**src/rtl/rcg_map.svh**
```systemverilog
/*
 * constants of the run command generator: function codes, bit positions,
 * property selections and reset values.
 * assumes it is included by the design file and the checker only.
 */
//
// Contract
// outside jogging, keypad run key latches run request until stop key pressed
// while hold_latch on, run_forward and backward_run_cmd stay latched
// with no terminal assigned hold_latch, direction levels act directly
// source 0: run only with keypad request and matching direction command
// link word bit 0 forward, bit 1 reverse, bits 13/14 programmable
// terminal property settings select which link bit drives each run
// bits 13 and 14 with same function pass through a merging stage
// merging stage ORs both bits; unassigned partner passes other through
// network_control_on high whenever link bit 13 or 14 is one
// forward and reverse both on forces both internal runs off
// stop priority 1 or 3: stop key forces both runs off
// timer starts on run; expiry clears run and keypad hold
// runs held off while set frequency below start or stop frequency
// terminal function setting picks command; plus 1000 inverts input
// general commands take link value when link operation selected
// terminal-dedicated commands come only from the terminal block
// forward and reverse decoder ignores link settings
// forward and reverse inputs always positive logic
// OR-group commands on when link bit or terminal is on
// ignore-link commands use terminal only, even with link on
// internal run commands are registered on the control clock
`ifndef RCG_MAP_SVH
`define RCG_MAP_SVH

// ****************************************************************
// function codes of input terminals
// ****************************************************************
`define RCG_FN_NEG_OFS   16'd1000
`define RCG_FN_HOLD      16'd6
`define RCG_FN_LINK_ON   16'd24
`define RCG_FN_FWD       16'd98
`define RCG_FN_REV       16'd99
`define RCG_FN_GEN_A     16'd10
`define RCG_FN_TERM_A    16'd11
`define RCG_FN_OR_A      16'd12
`define RCG_FN_IGN_A     16'd13

// ****************************************************************
// link word bits
// ****************************************************************
`define RCG_LW_FWD       0
`define RCG_LW_REV       1
`define RCG_LW_PRG_A     13
`define RCG_LW_PRG_B     14
`define RCG_LW_GEN_A     2
`define RCG_LW_OR_A      3

// ****************************************************************
// settings and reset values
// ****************************************************************
`define RCG_SRC_KEYPAD   2'h0
`define RCG_SRC_TERM     2'h1
`define RCG_STOP_PRI_A   2'h1
`define RCG_STOP_PRI_B   2'h3
`define RCG_TIMER_RST    32'h0000_0000

`endif

```
**src/rtl/rcg_pkg.sv**
```systemverilog
/*
 * types of the run command generator.
 * assumes rcg_map.svh constants are available beside it.
 */
package rcg_pkg;

    typedef enum logic [1:0] {
        RCG_RUN_IDLE  = 2'b00,
        RCG_RUN_ON    = 2'b01,
        RCG_RUN_TIMED = 2'b10
    } rcg_timer_st_t;

endpackage

```
**src/rtl/rcg_run_cmd_gen.sv**
```systemverilog
/*
 * run command generator: decodes terminals, keypad keys and the link
 * operation word into registered forward and reverse run commands.
 * assumes all inputs synchronous to SYS_CLK and settings held stable.
 */
`timescale 1ns/1ns
`default_nettype none
`include "rcg_map.svh"

module rcg_run_cmd_gen
    import rcg_pkg::*;
(
    input  wire logic        SYS_CLK,          // control clock
    input  wire logic        RST_B,            // sync reset, active low
    input  wire logic        TERM_FWD,         // forward terminal level
    input  wire logic        TERM_REV,         // reverse terminal level
    input  wire logic [2:0]  TERM_X,           // terminals one to three
    input  wire logic [15:0] FN_X1,            // input_terminal_one function
    input  wire logic [15:0] FN_X2,            // input_terminal_two function
    input  wire logic [15:0] FN_X3,            // input_terminal_three func
    input  wire logic [15:0] FWD_PROP,         // forward_terminal_property
    input  wire logic [15:0] BWD_PROP,         // backward_terminal_property
    input  wire logic [15:0] LINK_WORD,        // link_operation_word
    input  wire logic        LINK_SEL,         // link operation selected
    input  wire logic [1:0]  RUN_SRC,          // run_source_select
    input  wire logic [1:0]  STOP_PRI,         // stop_priority_setting
    input  wire logic        KEY_RUN,          // keypad run key pressed
    input  wire logic        KEY_STOP,         // keypad stop key pressed
    input  wire logic        JOG_ACTIVE,       // jogging in progress
    input  wire logic        TIMER_EN,         // timer operation enabled
    input  wire logic [31:0] TIMER_PRESET,     // timer length in clocks
    input  wire logic [15:0] SET_FREQ,         // set frequency
    input  wire logic [15:0] START_FREQ,       // start_frequency
    input  wire logic [15:0] STOP_FREQ,        // stop_frequency
    output logic             RUN_FWD,          // internal forward run
    output logic             RUN_REV,          // internal reverse run
    output logic             NET_CTRL_ON,      // network_control_on
    output logic             HOLD_ON,          // hold_latch command
    output logic             GEN_CMD,          // general-group command
    output logic             TERM_CMD,         // terminal-dedicated command
    output logic             OR_CMD,           // OR-group command
    output logic             IGN_CMD           // ignore-link-group command
);

    // ****************************************************************
    // decode helpers
    // ****************************************************************
    // level of a terminal for a function code, negative logic by +1000
    function automatic logic term_hit(input logic [15:0] fn,
                                      input logic [15:0] code,
                                      input logic        lvl);
        if (fn == code)
            return lvl;
        else if (fn == code + `RCG_FN_NEG_OFS)
            return ~lvl;
        else
            return 1'b0;
    endfunction

    function automatic logic assigned(input logic [15:0] fn,
                                      input logic [15:0] code);
        return (fn == code) || (fn == code + `RCG_FN_NEG_OFS);
    endfunction

    function automatic logic any_term(input logic [15:0] code,
                                      input logic [2:0]  lvl,
                                      input logic [15:0] f1,
                                      input logic [15:0] f2,
                                      input logic [15:0] f3);
        return term_hit(f1, code, lvl[0]) | term_hit(f2, code, lvl[1])
             | term_hit(f3, code, lvl[2]);
    endfunction

    // ****************************************************************
    // terminal command decoders
    // ****************************************************************
    logic hold_assigned;
    logic hold_term;
    logic link_on_term;
    logic gen_term;
    logic or_term;

    assign hold_assigned = assigned(FN_X1, `RCG_FN_HOLD)
                         | assigned(FN_X2, `RCG_FN_HOLD)
                         | assigned(FN_X3, `RCG_FN_HOLD);
    assign hold_term     = any_term(`RCG_FN_HOLD, TERM_X,
                                    FN_X1, FN_X2, FN_X3);
    assign link_on_term  = any_term(`RCG_FN_LINK_ON, TERM_X,
                                    FN_X1, FN_X2, FN_X3);
    assign gen_term      = any_term(`RCG_FN_GEN_A, TERM_X,
                                    FN_X1, FN_X2, FN_X3);
    assign or_term       = any_term(`RCG_FN_OR_A, TERM_X,
                                    FN_X1, FN_X2, FN_X3);

    // link bits 13/14 with property selection and merging
    logic lw13;
    logic lw14;
    logic link_fwd;
    logic link_rev;
    logic link_sel_eff;

    assign lw13 = LINK_WORD[`RCG_LW_PRG_A];
    assign lw14 = LINK_WORD[`RCG_LW_PRG_B];
    assign NET_CTRL_ON = lw13 | lw14;
    assign link_sel_eff = LINK_SEL | link_on_term | NET_CTRL_ON;

    // property of each programmable bit: fwd prop ties to bit 13,
    // bwd prop to bit 14; same code merges both onto one command
    logic b13_fwd;
    logic b14_fwd;
    logic b13_rev;
    logic b14_rev;

    assign b13_fwd = (FWD_PROP == `RCG_FN_FWD);
    assign b14_fwd = (BWD_PROP == `RCG_FN_FWD);
    assign b13_rev = (FWD_PROP == `RCG_FN_REV);
    assign b14_rev = (BWD_PROP == `RCG_FN_REV);

    // merged output is OR; an unassigned bit contributes nothing
    assign link_fwd = LINK_WORD[`RCG_LW_FWD]
                    | (b13_fwd & lw13) | (b14_fwd & lw14);
    assign link_rev = LINK_WORD[`RCG_LW_REV]
                    | (b13_rev & lw13) | (b14_rev & lw14);

    // forward and reverse terminals: positive logic, no link here
    logic dir_fwd;
    logic dir_rev;

    assign dir_fwd = TERM_FWD;
    assign dir_rev = TERM_REV;

    // ****************************************************************
    // grouped command outputs
    // ****************************************************************
    always_ff @(posedge SYS_CLK) begin
        if (!RST_B) begin
            GEN_CMD  <= 1'b0;
            TERM_CMD <= 1'b0;
            OR_CMD   <= 1'b0;
            IGN_CMD  <= 1'b0;
        end else begin
            GEN_CMD  <= LINK_SEL ? LINK_WORD[`RCG_LW_GEN_A]
                                 : gen_term;
            TERM_CMD <= any_term(`RCG_FN_TERM_A, TERM_X,
                                 FN_X1, FN_X2, FN_X3);
            OR_CMD   <= or_term | LINK_WORD[`RCG_LW_OR_A];
            IGN_CMD  <= any_term(`RCG_FN_IGN_A, TERM_X,
                                 FN_X1, FN_X2, FN_X3);
        end
    end

    // ****************************************************************
    // keypad run request latch
    // ****************************************************************
    logic key_req_q;
    logic timer_done;

    always_ff @(posedge SYS_CLK) begin
        if (!RST_B)
            key_req_q <= 1'b0;
        else if (KEY_STOP || timer_done)
            key_req_q <= 1'b0;
        else if (KEY_RUN && !JOG_ACTIVE)
            key_req_q <= 1'b1;
    end

    // ****************************************************************
    // direction selection and three-wire hold
    // ****************************************************************
    logic sel_fwd;
    logic sel_rev;
    logic hold_fwd_q;
    logic hold_rev_q;
    logic cmd_fwd;
    logic cmd_rev;

    assign sel_fwd = link_sel_eff ? link_fwd : dir_fwd;
    assign sel_rev = link_sel_eff ? link_rev : dir_rev;
    assign HOLD_ON = hold_term;

    always_ff @(posedge SYS_CLK) begin
        if (!RST_B) begin
            hold_fwd_q <= 1'b0;
            hold_rev_q <= 1'b0;
        end else if (!hold_term || timer_done) begin
            hold_fwd_q <= 1'b0;
            hold_rev_q <= 1'b0;
        end else begin
            hold_fwd_q <= hold_fwd_q | sel_fwd;
            hold_rev_q <= hold_rev_q | sel_rev;
        end
    end

    assign cmd_fwd = hold_assigned ? (sel_fwd | hold_fwd_q) : sel_fwd;
    assign cmd_rev = hold_assigned ? (sel_rev | hold_rev_q) : sel_rev;

    // ****************************************************************
    // run source and overrides
    // ****************************************************************
    logic run_fwd_d;
    logic run_rev_d;
    logic any_run;
    logic stop_force;
    logic freq_low;

    assign stop_force = KEY_STOP && (STOP_PRI == `RCG_STOP_PRI_A
                                  || STOP_PRI == `RCG_STOP_PRI_B);
    assign freq_low   = (SET_FREQ < START_FREQ)
                     || (SET_FREQ < STOP_FREQ);

    always_comb begin
        if (RUN_SRC == `RCG_SRC_KEYPAD) begin
            run_fwd_d = key_req_q & cmd_fwd;
            run_rev_d = key_req_q & cmd_rev;
        end else begin
            run_fwd_d = cmd_fwd;
            run_rev_d = cmd_rev;
        end
        if ((cmd_fwd && cmd_rev) || stop_force || freq_low
            || timer_done) begin
            run_fwd_d = 1'b0;
            run_rev_d = 1'b0;
        end
    end

    assign any_run = cmd_fwd | cmd_rev;

    // ****************************************************************
    // run timer
    // ****************************************************************
    rcg_timer_st_t tmr_st_q;
    logic [31:0]   tmr_cnt_q;

    assign timer_done = (tmr_st_q == RCG_RUN_TIMED);

    always_ff @(posedge SYS_CLK) begin
        if (!RST_B) begin
            tmr_st_q  <= RCG_RUN_IDLE;
            tmr_cnt_q <= `RCG_TIMER_RST;
        end else begin
            unique case (tmr_st_q)
                RCG_RUN_IDLE: begin
                    tmr_cnt_q <= `RCG_TIMER_RST;
                    if (TIMER_EN && any_run)
                        tmr_st_q <= RCG_RUN_ON;
                end
                RCG_RUN_ON: begin
                    tmr_cnt_q <= tmr_cnt_q + 32'h0000_0001;
                    if (!TIMER_EN)
                        tmr_st_q <= RCG_RUN_IDLE;
                    else if (tmr_cnt_q + 32'h0000_0001 >= TIMER_PRESET)
                        tmr_st_q <= RCG_RUN_TIMED;
                end
                RCG_RUN_TIMED: begin
                    if (!any_run && !key_req_q)
                        tmr_st_q <= RCG_RUN_IDLE;
                end
                default: tmr_st_q <= RCG_RUN_IDLE;
            endcase
        end
    end

    // ****************************************************************
    // registered run outputs
    // ****************************************************************
    always_ff @(posedge SYS_CLK) begin
        if (!RST_B) begin
            RUN_FWD <= 1'b0;
            RUN_REV <= 1'b0;
        end else begin
            RUN_FWD <= run_fwd_d;
            RUN_REV <= run_rev_d;
        end
    end

endmodule

`default_nettype wire

```
**config.mk**
```make
export PLATFORM = sky130hd
export DESIGN_NAME = rcg_run_cmd_gen
export DESIGN_NICKNAME = d
export VERILOG_FILES = /design/src/rtl/rcg_pkg.sv /design/src/rtl/rcg_run_cmd_gen.sv
export VERILOG_INCLUDE_DIRS = /design/src /design/src/rtl
export SDC_FILE = /design/constraint.sdc
export NUM_CORES = 1
export LEC_CHECK = 0
export ABC_CLOCK_PERIOD_IN_PS = 4010
export BUFFER_PORTS_ARGS = -buffer_cell sky130_fd_sc_hd__buf_4
export CELL_PAD_IN_SITES_DETAIL_PLACEMENT = 1
export CELL_PAD_IN_SITES_GLOBAL_PLACEMENT = 2
export CORE_MARGIN = 1
export CORE_UTILIZATION = 26
export DETAILED_ROUTE_END_ITERATION = 12
export PLACE_DENSITY = 0.83
export SLEW_MARGIN = 20
export SYNTH_ARGS = -nofsm -noshare
export SYNTH_HDL_FRONTEND = slang
export SYNTH_SLANG_ARGS = --single-unit
```
**constraint.sdc**
```tcl
create_clock -name SYS_CLK -period 4.01 [get_ports SYS_CLK]
set_clock_uncertainty 0.15 [all_clocks]
set_input_delay 0.2005 -clock SYS_CLK [delete_from_list [all_inputs] [get_ports SYS_CLK]]
set_output_delay 0.2005 -clock SYS_CLK [all_outputs]
set_load 0.05 [all_outputs]
```
After elaboration in Yosys (flattened, before gate mapping):

Cells that the tools add are included.

* eq/ne operators: 47
* add/sub/neg operators: 1
* multiplexer cells: 55
* reductions and logical operators: 26
* bitwise gates (word level): 35
* $lt $le $gt $ge: 3

Operators with widths (count)
* 16-bit by 10-bit equality test with 1-bit output, second input constant: 15
* 16-bit by 4-bit equality test with 1-bit output, second input constant: 12
* 16-bit by 7-bit equality test with 1-bit output, second input constant: 4
* 32-bit case mux with 2 select lines: 1
* 1-bit two-way mux: 49
* 16-bit by 11-bit equality test with 1-bit output, second input constant: 3
* 16-bit by 3-bit equality test with 1-bit output, second input constant: 3
* 16-bit by 5-bit equality test with 1-bit output, second input constant: 3
* 32-bit by 1-bit adder with 32-bit output, second input constant: 1
* 32-bit greater-or-equal comparator: 1
* 16-bit less-than comparator: 2
* 1-bit bitwise OR: 25
* 1-bit logical OR: 10
* 2-bit two-way mux: 4
* 1-bit AND: 6
* 2-bit case mux with 3 select lines: 1
* 2-bit OR reduction: 3
* 1-bit logical AND: 5
* 2-bit by 1-bit equality test with 1-bit output, second input constant: 2
* 2-bit equality test, second input constant: 2
* 1-bit logical NOT: 4
* 2-bit logical NOT: 2
* 1-bit inverter: 4
* 3-bit inequality test, second input constant: 1
* 4 further kinds: 4

* word-level logic and storage cells: 178
* output and inout bits: 8
* bits of input ports: 192
* register bits after elaboration: 43

Depth between registers and ports, before layout:

* depth after elaboration: 15
* mapped depth: 16
* depth with buffers taken out: 14

Least setup slack after synthesis:

OpenSTA, ideal clock, no wires.

* kind: register to register
* start point: register tmr_cnt_q[0]
* end point: register tmr_st_q[1]
* setup time: 0.138 ns
* period minus slack after synthesis: 3.310 ns
* stages on the path, launching flop included: 14
* path buffers: 0
* slack: 0.700 ns
* arrival: 3.021 ns
* data required time: 3.722 ns
* path through: dfxtp_1 ha_1 nand2_1 nor4_2 nand3_1 xnor2_1 ha_1 a21o_1 a21o_1 a2111oi_0 o21bai_1 a211o_1 a21oi_1 o32ai_1

* longest elaborated chain between the ends: 4

RTL lines
* from (decl): line rcg_run_cmd_gen.sv:232 `logic [31:0] tmr_cnt_q;`
* from (signal assigned): line rcg_run_cmd_gen.sv:239 `` tmr_cnt_q <= `RCG_TIMER_RST; ``
* from (signal assigned): line rcg_run_cmd_gen.sv:243 `` tmr_cnt_q <= `RCG_TIMER_RST; ``
* from (signal assigned): line rcg_run_cmd_gen.sv:248 `tmr_cnt_q <= tmr_cnt_q + 32'h0000_0001;`
* 32-bit by 1-bit adder with 32-bit output: line rcg_run_cmd_gen.sv:251 `else if (tmr_cnt_q + 32'h0000_0001 >= TIMER_PRESET)`
* 32-bit greater-or-equal comparator: line rcg_run_cmd_gen.sv:251
* 3-bit inequality test (no source line)
* 3-bit AND reduction (no source line)
* to (signal assigned): line rcg_run_cmd_gen.sv:250 `tmr_st_q <= RCG_RUN_IDLE;`
* to (signal assigned): line rcg_run_cmd_gen.sv:252 `tmr_st_q <= RCG_RUN_TIMED;`
* to (signal assigned): line rcg_run_cmd_gen.sv:256 `tmr_st_q <= RCG_RUN_IDLE;`
* to (decl): line rcg_run_cmd_gen.sv:231 `rcg_timer_st_t tmr_st_q;`

No other way between the ends.
A chain may end at the register's enable or synchronous reset.

Worst setup path after layout:

* start point: register tmr_cnt_q[6]
* end point: register tmr_st_q[1]

The elaborated chain is that of the path after synthesis.

==> reports/results.ini <==
[clock_tree]
clockBufferDepth = 2
clock_sinks = 43
tritoncts = done
cts.root.buffer_cell = clkbuf_16
htree_levels = 2
cts_hold_buffers = 1
clk_latency_ns = 0.29
cts_buffers = 5
post_cts_buffers = 0
clkTransAtPathRegs_ns = 0.07
cts_resized = 0

[setup_path]
path_buf_inv = 1
timing_worst_setup_path_type = flip-flop to flip-flop
arrival_ns = 3.73
cp.required_ns = 4.06
rrSetupSlack_ns = 0.34
cp_top_family = simple AND/OR/NAND/NOR gates
startpoint_type = flip-flop
slowest_delay_ns = 0.52
crit_chain = nand3_1, nor2_1, nand4_2, or3_1, nor2_1, xor2_1, ha_1, nand4_1, nor4_1, inv_1, nor4_1, a21oi_1, o32ai_1
ff2ff_path_depth = 13
regToRegStartpoint = tmr_cnt_q[6]
r2r-end = tmr_st_q[1]
cp-end-kind = flip-flop
cp_slowest_cell = or3_1
path_max_fanout = 7

[synthesis]
synth_commonest_cells = 70 x inv_1, 69 x nor2_1, 63 x ha_1, 43 x dfxtp_1, 41 x a21oi_1
yosysSeqAreaShare_pct = 18.46
ys_top_cells_by_area = dfxtp_1 18%, ha_1 17%, inv_1 5.6%
ys_types = 64
ys.flop_type = dfxtp_1
avgSynthCellArea_um2 = 7.546
yosysTopAreaCell = dfxtp_1
yosysWarnings = 0
synth_edf_count = 0
netlist.area_leader.share_pct = 18.46
syn_inst = 618
synth-async-reset-ratio_pct = 0
synth-seq-cells = 43
yosysMostFrequentCell = inv_1
synth_nets = 873
synth.cell_area_um2 = 4663

[cells_and_area]
final_util_pct = 37.49
fillers = 2186
finalNonFillerCells = 1035
antenna_cells = 0
syn2layout_area_growth_pct = 40.01
nets = 1064
drive_above_1_share_pct = 28.40

[timing]
max_freq_mhz = 272.2
rsz0062_at_grt = false
fin_crit_ns = 3.673
slew_headroom_pct = 55.84
setup_viol = 0
worstMarginPinSlew_ns = 0.6457
hold_viol_final = 0
fin_crit_sh_pct = 91.61
drv_slew = 0
tns_ns = 0

[power_and_ir_drop]
powerDensity_nw_per_um2 = 183.9
power.total_mw = 1.201
p_leak_nw = 3.217
ir_worst_vdd_v = 0.0001553

[route]
ant_nets = 0
drtPass1Iterations = 4
vias_per_cell = 4.959
wirelength_um = 15650
drtIter0Drc = 155
via_count = 5133
wire_per_inst_um = 15.12
remaining_drc_errors = 0

[floorplanning]
core_area_um2 = 17420
fp.dieW_um = 135.9
row_count = 48
initial_utilization_pct = 26.77
die_h_um = 135.9
die_area_um2 = 18480
ios = 200

[hold_path]
hp-class = primary input to flip-flop
worst_hold_path.num_cells = 3
min-delay-start = LINK_WORD[2]
holdPathEnd = GEN_CMD

[grt]
grt_pass1_vias = 5246
grtUsageTotal_pct = 17.24
grt_pass1_wl_um = 25010
grt_max_degree = 38
antenna_found_initial = 0
grt-ovfl-total = 0

[place]
gp_congestion = 0.8381
dp_cells = 1026
hpwl_um = 13400
placement.io_buffers = 188

[outcome]
status = completed

[flow_run]
drv_cap = 0

-- kinds of logic after synthesis --
family,after synthesis,synth area share [%]
XOR/XNOR,30,5.635
adder cells (fa/ha/maj),63,16.90
AND/OR/NAND/NOR,248,29.94
multiplexers,13,3.032
flip-flops,43,18.46
AO/OA/AOI/OAI,133,18.84
buffers and inverters,88,7.191
-- placed cells by master (no fill, tap or decap), drive strengths merged, types with 3 or more instances in the layout --
cell type  count
buf          199
clkinv         3
clkbuf         5
a21o          26
nand4b         3
xnor2         19
nand4         20
and4b          6
nor2b          8
nor3b          6
o21ai         20
o32ai          3
nor3          18
mux2           9
nand2b         7
or3            7
or4            8
dfxtp         43
nor4b          9
a211o          3
a22oi         13
inv           70
nor2          69
and2           4
mux2i          4
o21a           5
nor4          20
nand3         21
a2111oi        4
and3           5
or2            4
a21oi         41
nand2         25
xor2          11
ha            63
-- worst max-delay path by stage --
stage	startpoint	endpoint	slack (ns)	depth (start not counted)
2_1_floorplan	tmr_cnt_q[0]	tmr_st_q[1]	0.70	13
3_3_place_gp	tmr_cnt_q[14]	tmr_st_q[1]	0.43	13
3_5_place_dp	tmr_cnt_q[14]	tmr_st_q[1]	0.36	13
4_1_cts	tmr_cnt_q[14]	tmr_st_q[1]	0.32	13
5_1_grt	tmr_cnt_q[0]	tmr_st_q[1]	0.02	13
6_report	tmr_cnt_q[6]	tmr_st_q[1]	0.34	13
-- cell type report --
| class | instances | area [µm²] | area share, % |
|---|---|---|---|
| Clock inverter | 3 | 20.02 | 0.3066 |
| Inverter | 72 | 270.3 | 4.140 |
| Sequential cell | 43 | 860.8 | 13.19 |
| Tap cell | 225 | 281.5 | 4.312 |
| Timing Repair Buffer | 200 | 1504 | 23.04 |
| Clock buffer | 5 | 125.1 | 1.916 |
| Multi-Input combinational cell | 487 | 3467 | 53.10 |
-- through the flow --
| step | hold slack [ns] | instance area (µm²) | setup slack [ns] |
|---|---|---|---|
| 3_3_place_gp | 0.2269 | 6374 | 0.4283 |
| 4_1_cts | 0.01382 | 6529 | 0.3203 |
| 3_5_place_dp | 0.2287 | 6374 | 0.3590 |
| 5_1_grt | 0.02922 | 6529 | 0.02158 |
| 2_1_floorplan | 0.1298 | 4663 | 0.7004 |
| 6_report | 0.01557 | 6529 | 0.3366 |
-- sequential cells by signal (all words and copies together) (netlist names) --
name / cells
OR_CMD: 1
key_req_q: 1
RUN_REV: 1
IGN_CMD: 1
tmr_st_q: 2
hold_fwd_q: 1
hold_rev_q: 1
RUN_FWD: 1
tmr_cnt_q: 32
TERM_CMD: 1
GEN_CMD: 1
-- routing by layer --
metal	GRT usage (%)	up-vias	wire length (µm)
met1	19.88	2351	6480
met3	3.729	16	949
met4	3.519	0	206
met2	32.26	133	8010
li1	-	2633	-
met5	0	-	0
-- worst min-delay path, cell delays in order --
cell and delay [ns]:
buf_4 0.08, nor2b_1 0.03, nor3_1 0.10
-- power by group --
part	total [mW]	leakage (nW)	switching [mW]	internal [mW]
Clock	0.417	0.0658	0.187	0.230
Combinational	0.349	2.80	0.157	0.191
Sequential	0.436	0.347	0.00478	0.431
Total	1.20	3.22	0.349	0.852
Power figures use the tool's default switching activity.
